[config.mk]
export PLATFORM = sky130hd
export DESIGN_NAME = dcs_state_tracker
export DESIGN_NICKNAME = d
export VERILOG_FILES = /design/src/dcs_cmd_decode.v /design/src/dcs_state_tracker.v
export VERILOG_INCLUDE_DIRS = /design/src
export SDC_FILE = /design/constraint.sdc
export NUM_CORES = 1
export LEC_CHECK = 0
export BUFFER_PORTS_ARGS = -buffer_cell sky130_fd_sc_hd__buf_2
export CAP_MARGIN = 20
export CORE_MARGIN = 4
export CORE_UTILIZATION = 35
export CTS_CLUSTER_DIAMETER = 120
export DETAILED_ROUTE_END_ITERATION = 10
export RECOVER_POWER = 25
export SYNTH_ARGS = -nofsm -noshare
export SYNTH_HDL_FRONTEND = slang
export SYNTH_SLANG_ARGS = --single-unit
export TNS_END_PERCENT = 30
[constraint.sdc]
create_clock -name clk -period 3.7 [get_ports clk]
set_input_delay 0.185 -clock clk [delete_from_list [all_inputs] [get_ports clk]]
set_output_delay 0.185 -clock clk [all_outputs]
set_load 0.01 [all_outputs]
[src/dcs_consts.vh]
// dcs_consts.vh: constants for the cke/command state tracker
// assumes: included by dcs_state_tracker.v and dcs_cmd_decode.v
`ifndef DCS_CONSTS_VH
`define DCS_CONSTS_VH
// operation codes decoded from {csN, rasN, casN, weN}
`define DCS_CMD_W 4
`define DCS_OP_W 4
`define DCS_OP_DESEL 4'h0
`define DCS_OP_NOP 4'h1
`define DCS_OP_ACT 4'h2
`define DCS_OP_PRE 4'h3
`define DCS_OP_READ 4'h4
`define DCS_OP_WRITE 4'h5
`define DCS_OP_REF 4'h6
`define DCS_OP_MRS 4'h7
// states
`define DCS_ST_W 4
`define DCS_ST_IDLE 4'h0
`define DCS_ST_ACTIVE 4'h1
`define DCS_ST_READ 4'h2
`define DCS_ST_WRITE 4'h3
`define DCS_ST_PRE_PD 4'h4
`define DCS_ST_ACT_PD 4'h5
`define DCS_ST_SELF_REF 4'h6
`define DCS_ST_REF 4'h7
`define DCS_ST_MRS 4'h8
`define DCS_ST_PRECH 4'h9
// burst length in clocks (two beats per clock, burst of four)
`define DCS_BURST_CLKS 3'h2
`define DCS_BURST_W 3
// data path width and mask lanes
`define DCS_DQ_W 16
`define DCS_DM_W 2
`define DCS_LANE_W 8
// min_cke_hold in edges
`define DCS_CKE_HOLD 2'h3
`define DCS_HOLD_W 2
// self_refresh_exit_read_delay in clocks
`define DCS_XS_READ_CLKS 8'hc8
`define DCS_XS_W 8
`endif

[src/dcs_cmd_decode.v]
// dcs_cmd_decode.v: turns command pins into an operation code
// assumes: pins are sampled on the rising edge by the caller
`timescale 1ns/1ps
`include "dcs_consts.vh"
module dcs_cmd_decode (
    input wire csN,
    input wire rasN,
    input wire casN,
    input wire weN,
    output reg [3:0] opCode
);
    always @* begin
        if (csN) begin
            opCode = `DCS_OP_DESEL;
        end else begin
            case ({rasN, casN, weN})
                3'h7: opCode = `DCS_OP_NOP;
                3'h3: opCode = `DCS_OP_ACT;
                3'h2: opCode = `DCS_OP_PRE;
                3'h5: opCode = `DCS_OP_READ;
                3'h4: opCode = `DCS_OP_WRITE;
                3'h1: opCode = `DCS_OP_REF;
                3'h0: opCode = `DCS_OP_MRS;
                default: opCode = `DCS_OP_NOP;
            endcase
        end
    end
endmodule

[src/dcs_state_tracker.v]
// dcs_state_tracker.v: device-side cke and command state tracker
// assumes: one clock, all pins synchronous to clk, sync active-high reset
//
// Notes on behaviour
// - transitions use cke at this edge and the previous edge.
// - self refresh entered only from idle, cke falling with refresh.
// - power down from idle is precharge, from active is active power down.
// - odt does not steer states; termination off in self refresh.
// - commands ignored in self refresh and power down while cke stays low.
// - mask low writes the beat, mask high blocks it.
// - idle: act, pre, ref, mrs accepted; read and write illegal.
// - banks active: read, write, pre accepted; act, ref, mrs illegal.
// - bursts: nop or deselect continues, same-kind command interrupts, rest illegal.
`timescale 1ns/1ps
`include "dcs_consts.vh"
module dcs_state_tracker (
    input wire clk,
    input wire reset,
    input wire clkEn,
    input wire cke,
    input wire csN,
    input wire rasN,
    input wire casN,
    input wire weN,
    input wire odt,
    input wire odtEnabled,
    input wire wrBeatValid,
    input wire [15:0] wrData,
    input wire [1:0] wrMask,
    output reg [3:0] devState,
    output reg illegalCmd,
    output reg seqError,
    output reg termActive,
    output reg wrStrobe,
    output reg [15:0] wrDataOut,
    output reg [1:0] wrLaneEn,
    output reg readAllowed
);
    // ------------------------------------------------------------
    // command decode
    // ------------------------------------------------------------
    wire [3:0] opCode;
    dcs_cmd_decode u_dec (
        .csN(csN),
        .rasN(rasN),
        .casN(casN),
        .weN(weN),
        .opCode(opCode)
    );

    function isQuiet;
        input [3:0] op;
        begin
            isQuiet = (op == `DCS_OP_DESEL) || (op == `DCS_OP_NOP);
        end
    endfunction

    // ------------------------------------------------------------
    // state registers
    // ------------------------------------------------------------
    reg [3:0] state_ff;
    reg [3:0] nxt_state;
    reg ckePrev_ff;
    reg rowOpen_ff;
    reg nxt_rowOpen;
    reg [2:0] burst_ff;
    reg [2:0] nxt_burst;
    reg [1:0] ckeHold_ff;
    reg [7:0] xsCount_ff;
    reg illegal;
    reg seqErr;
    wire ckeFall = ckePrev_ff && !cke;
    wire ckeRise = !ckePrev_ff && cke;
    wire inLowPower = (state_ff == `DCS_ST_PRE_PD) ||
        (state_ff == `DCS_ST_ACT_PD) || (state_ff == `DCS_ST_SELF_REF);

    // ------------------------------------------------------------
    // next state
    // ------------------------------------------------------------
    always @* begin
        nxt_state = state_ff;
        nxt_rowOpen = rowOpen_ff;
        nxt_burst = (burst_ff != 3'h0) ? burst_ff - 3'h1 : 3'h0;
        illegal = 1'b0;
        seqErr = 1'b0;
        if (inLowPower) begin
            // commands are don't-care while cke stays low, even floating ones
            if (ckeRise) begin
                if (!isQuiet(opCode)) begin
                    seqErr = 1'b1;
                end
                nxt_state = rowOpen_ff ? `DCS_ST_ACTIVE : `DCS_ST_IDLE;
            end
        end else if (!ckePrev_ff) begin
            seqErr = 1'b1;
        end else if (ckeFall) begin
            if (state_ff == `DCS_ST_IDLE && opCode == `DCS_OP_REF) begin
                nxt_state = `DCS_ST_SELF_REF;
            end else if (!isQuiet(opCode)) begin
                seqErr = 1'b1;
            end else if (state_ff == `DCS_ST_IDLE) begin
                nxt_state = `DCS_ST_PRE_PD;
            end else if (state_ff == `DCS_ST_ACTIVE) begin
                nxt_state = `DCS_ST_ACT_PD;
            end else begin
                seqErr = 1'b1;
            end
        end else begin
            case (state_ff)
                `DCS_ST_IDLE: begin
                    case (opCode)
                        `DCS_OP_ACT: begin
                            nxt_state = `DCS_ST_ACTIVE;
                            nxt_rowOpen = 1'b1;
                        end
                        `DCS_OP_PRE: nxt_state = `DCS_ST_PRECH;
                        `DCS_OP_REF: nxt_state = `DCS_ST_REF;
                        `DCS_OP_MRS: nxt_state = `DCS_ST_MRS;
                        `DCS_OP_READ, `DCS_OP_WRITE: illegal = 1'b1;
                        default: nxt_state = `DCS_ST_IDLE;
                    endcase
                end
                `DCS_ST_ACTIVE: begin
                    case (opCode)
                        `DCS_OP_READ: begin
                            nxt_state = `DCS_ST_READ;
                            nxt_burst = `DCS_BURST_CLKS;
                        end
                        `DCS_OP_WRITE: begin
                            nxt_state = `DCS_ST_WRITE;
                            nxt_burst = `DCS_BURST_CLKS;
                        end
                        `DCS_OP_PRE: begin
                            nxt_state = `DCS_ST_PRECH;
                            nxt_rowOpen = 1'b0;
                        end
                        `DCS_OP_ACT, `DCS_OP_REF, `DCS_OP_MRS:
                            illegal = 1'b1;
                        default: nxt_state = `DCS_ST_ACTIVE;
                    endcase
                end
                `DCS_ST_READ, `DCS_ST_WRITE: begin
                    if ((state_ff == `DCS_ST_READ &&
                         opCode == `DCS_OP_READ) ||
                        (state_ff == `DCS_ST_WRITE &&
                         opCode == `DCS_OP_WRITE)) begin
                        nxt_burst = `DCS_BURST_CLKS;
                    end else if (!isQuiet(opCode)) begin
                        illegal = 1'b1;
                    end else if (burst_ff <= 3'h1) begin
                        nxt_state = `DCS_ST_ACTIVE;
                    end
                end
                `DCS_ST_REF, `DCS_ST_MRS, `DCS_ST_PRECH: begin
                    // timing is out of scope: one clock then idle
                    if (!isQuiet(opCode)) begin
                        illegal = 1'b1;
                    end
                    nxt_state = `DCS_ST_IDLE;
                end
                default: nxt_state = `DCS_ST_IDLE;
            endcase
        end
    end

    // ------------------------------------------------------------
    // clocked state
    // ------------------------------------------------------------
    always @(posedge clk) begin
        if (reset) begin
            state_ff <= `DCS_ST_IDLE;
            ckePrev_ff <= 1'b1; // idle level: no false cke edge after reset
            rowOpen_ff <= 1'b0;
            burst_ff <= 3'h0;
            ckeHold_ff <= 2'h0;
            xsCount_ff <= 8'h0;
            devState <= `DCS_ST_IDLE;
            illegalCmd <= 1'b0;
            seqError <= 1'b0;
            termActive <= 1'b0;
            wrStrobe <= 1'b0;
            wrDataOut <= 16'h0;
            wrLaneEn <= 2'h0;
            readAllowed <= 1'b1;
        end else if (clkEn) begin
            ckePrev_ff <= cke;
            state_ff <= nxt_state;
            rowOpen_ff <= nxt_rowOpen;
            burst_ff <= nxt_burst;
            devState <= nxt_state;
            illegalCmd <= illegal;
            // cke changed before three edges of registration
            if (cke != ckePrev_ff) begin
                ckeHold_ff <= 2'h1;
                seqError <= seqErr ||
                    (ckeHold_ff != 2'h0 && ckeHold_ff < `DCS_CKE_HOLD);
            end else begin
                seqError <= seqErr;
                if (ckeHold_ff != 2'h0 && ckeHold_ff < `DCS_CKE_HOLD) begin
                    ckeHold_ff <= ckeHold_ff + 2'h1;
                end
            end
            // read lockout after self refresh exit
            if (state_ff == `DCS_ST_SELF_REF && ckeRise) begin
                xsCount_ff <= `DCS_XS_READ_CLKS;
                readAllowed <= 1'b0;
            end else if (xsCount_ff != 8'h0) begin
                xsCount_ff <= xsCount_ff - 8'h1;
                readAllowed <= (xsCount_ff == 8'h1);
            end
            // odt level never enters the state logic
            termActive <= odtEnabled && odt &&
                (nxt_state != `DCS_ST_SELF_REF);
            wrStrobe <= wrBeatValid && (state_ff == `DCS_ST_WRITE);
            wrDataOut <= wrData;
            wrLaneEn <= (wrBeatValid && state_ff == `DCS_ST_WRITE) ?
                ~wrMask : 2'h0;
        end
    end
endmodule

==> results.md <==
- Status: completed
- Synth Area in Simple Gates: 23.35%
- Vias/cell: 5.189
- Port Buf Inserts: 55
- Count of cell types in the netlist: 54
- Crit path kind: input port to register
- Cell taking the most area after synthesis: dfxtp_1
- Die area: 7778 um^2
- Async SR Flop Fraction: 0%
- DR pass1 iterations: 4
- Reg clk slew, reported paths: 0.10 ns
- Final ANT Viol Nets: 0
- Mux cell area share after synthesis: 8.449%
- Share of layout cells above drive strength 1: 23.66%
- # fillers: 631
- TritonCTS clock tree: done
- GPL Wtd Cong: 0.8295
- Core area: 6096 um^2
- Most common cell after layout, fill and taps aside: buf_2
- Hold Crit Start: wrData[14]
- Global-route wire length before repair: 9308 um
- R2R depth: 5
- Later-pin clock latency in the skew report: 0.31 ns
- DR vias: 2034
- Max_cap viols: 0
- Drc violations: 0
- Finish-stage setup viols: 0
- Largest family of logic cells by synthesized area: simple AND/OR/NAND/NOR gates
- Clock buffer depth: 2
- Antenna violations before repair: 0
- Power Dens Cells: 493.9 nW/um^2
- Rows: 28
- Final WL: 5376 um
- Yosys warnings: 0
- Worst Skew: 0.008896 ns
- Critical R2R Capture: termActive$_SDFFE_PP0P_
- Hpwl dp: 3785 um
- GR Overflow Total: 0
- Hold buffers post-CTS: 0
- Final setup TNS: 0 ns
- Synth Cell Area: 2251 um^2
- Critical path arrival: 2.43 ns
- Hold path depth: 3
- Worst path required time: 3.90 ns
- Setup Fix Bufs, Post-CTS: 0
- Post-synth top area share: 37.35%
- Synth top area cells: dfxtp_1 (37%), mux2i_1 (8.4%), nor2_1 (7.0%)
- Post-synth EDFFs: 0
- Adder-cell share of the synthesized area: 3.335%
- Sequential-to-total area share from yosys stat: 37.35%
- Gr usage total: 15.00%
- Initial Util: 36.93%
- Nets: 351
- RR Startpoint: state_ff[0]$_SDFFE_PP0P_
- Most frequent cells in the layout: buf_2 (53), nor2_1 (42), dfxtp_1 (42)
- N_diodes: 0
- Sink Count: 42
- Busiest grt layer: met2
- FF+latch count, synth: 42
- Mapped Nets: 305
- Fin. max-slew vios: 0
- Normalized max-slew margin: 21.44%
- Vias in the first global route: 1945
- Num CTS Buffers: 5
- Max FO, Critical Path: 18
- M3 GR Usage: 4.610%
- Synth Area in XOR/XNOR: 1.167%
- Post-Synthesis Cells: 270
- Complex-gate fraction of the synthesized area: 20.34%
- Max frequency: 448.4 MHz
- Routed len/inst: 13.71 um
- H-tree Lvls: 2
- Avg Cell Area, Syn: 8.337 um^2
- Hold Path End: wrDataOut[14]$_SDFFE_PP0P_
- Gates resized, CTS repair: 0
- Met2 Usage GRT: 22.23%
- CP Capture Type: register
- Die height: 88.20 um
- I/O Pins: 56
- Synth-to-Final Area Change: 17.23%
- Met1 Resource Use GR: 20.72%
- HP Class: input port to register
- Root Driver: clkbuf_8
- Final hold violations: 0
- Final period util: 60.27%
- Initial drt markers: 248
- Final Power: 1.303 mW
- Pin count of the biggest net entering global routing: 37
- Die Span X: 88.20 um
- Flop-to-flop setup slack: 1.71 ns
- Finished Layout Cells: 392
- VDD IR max: 0.2071 mV
- DP Cell Count: 384
- Unrepaired setup endpoints after global routing: no
- Worst slew pin tran: 1.178 ns
- Min Tclk post-route: 2.230 ns
- Most used DFF post-synth: dfxtp_1
- P_leak: 1.184 nW
- Crit path launch type: input port
-- synthesized netlist by cell type, types with 2 or more instances --
| library cell | n |
|---|---|
| or2_2 | 4 |
| nand2b_1 | 2 |
| dfxtp_1 | 42 |
| a21oi_1 | 20 |
| buf_6 | 2 |
| nand3_1 | 2 |
| xnor2_1 | 2 |
| buf_2 | 3 |
| clkbuf_1 | 8 |
| o41ai_1 | 2 |
| nor4_1 | 3 |
| nor2_1 | 42 |
| buf_1 | 4 |
| and3_1 | 3 |
| nor2b_1 | 4 |
| nor3b_1 | 3 |
| a31oi_1 | 4 |
| mux2i_1 | 19 |
| nand2_1 | 16 |
| nor3_1 | 8 |
| inv_1 | 14 |
| a21o_1 | 5 |
| ha_1 | 6 |
| a311oi_1 | 2 |
| o41ai_2 | 2 |
| a211oi_1 | 4 |
| o21ai_0 | 14 |
| and2_1 | 2 |
| or3_1 | 3 |
-- cell type report --
type | count | area, um^2 | area share [%]
inverters | 14 | 52.55 | 1.991
repair buffers | 56 | 280.3 | 10.62
flip-flops and latches | 42 | 840.8 | 31.86
multi-input cells | 197 | 1275 | 48.32
clock buffers | 5 | 68.82 | 2.608
well taps | 75 | 93.84 | 3.556
clock inverters | 3 | 27.53 | 1.043
-- state kept, by name, summed over array words and instances, names as in the netlist --
| register | flops |
|---|---|
| readAllowed | 1 |
| wrStrobe | 1 |
| wrDataOut | 16 |
| wrLaneEn | 2 |
| termActive | 1 |
| burst_ff | 3 |
| ckeHold_ff | 2 |
| illegalCmd | 1 |
| rowOpen_ff | 1 |
| xsCount_ff | 8 |
| seqError | 1 |
| state_ff | 4 |
| ckePrev_ff | 1 |
-- cells by family (layout without fill, tap and decap cells) --
group	count (synthesis)	after routing
buf+inv	31	78
flops	42	42
mux	19	19
fa+ha+maj	6	6
compound gates	66	66
xor+xnor	3	3
simple gates	103	103
-- metal layers --
metal | part of all wire, % | vias up
li1 | - | 1040
met1 | 48 | 937
met2 | 44 | 51
met3 | 6.7 | 6
met4 | 1.5 | 0
met5 | 0 | -
-- through the flow --
step | util [%] | worst slack [ns] | hold WS, ns | cell area, um^2
CTS | 43.33 | 1.706 | 0.09468 | 2641
floorplan | - | 1.890 | 0.3112 | 2251
detailed placement | 41.75 | 1.738 | 0.4283 | 2545
global placement | 41.75 | 1.761 | 0.4180 | 2545
global route | 43.29 | 1.237 | 0.1055 | 2639
finish | 43.29 | 1.470 | 0.1031 | 2639
-- worst max path at each step --
stage / startpoint / to / slack [ns] / cells past startpoint
finish: clkEn / readAllowed$_SDFFE_PP1P_ / 1.47 / 5
floorplan: ckePrev_ff$_SDFFE_PP1P_ / termActive$_SDFFE_PP0P_ / 1.89 / 5
global placement: ckePrev_ff$_SDFFE_PP1P_ / termActive$_SDFFE_PP0P_ / 1.76 / 5
CTS: ckePrev_ff$_SDFFE_PP1P_ / termActive$_SDFFE_PP0P_ / 1.71 / 5
detailed placement: state_ff[0]$_SDFFE_PP0P_ / termActive$_SDFFE_PP0P_ / 1.74 / 5
global route: clkEn / xsCount_ff[1]$_SDFFE_PP0P_ / 1.24 / 5
-- power breakdown --
part / internal, mW / switching (mW)
Combinational: 0.179 / 0.227
Sequential: 0.510 / 0.0600
Clock: 0.140 / 0.187
-- worst max-delay path, cell delays in order --
cell	delay (ns)
clkbuf_1	0.85
inv_1	0.54
a31oi_1	0.53
a21boi_0	0.23
o21ai_0	0.09
Note: power is estimated with default switching activity, not from simulation.
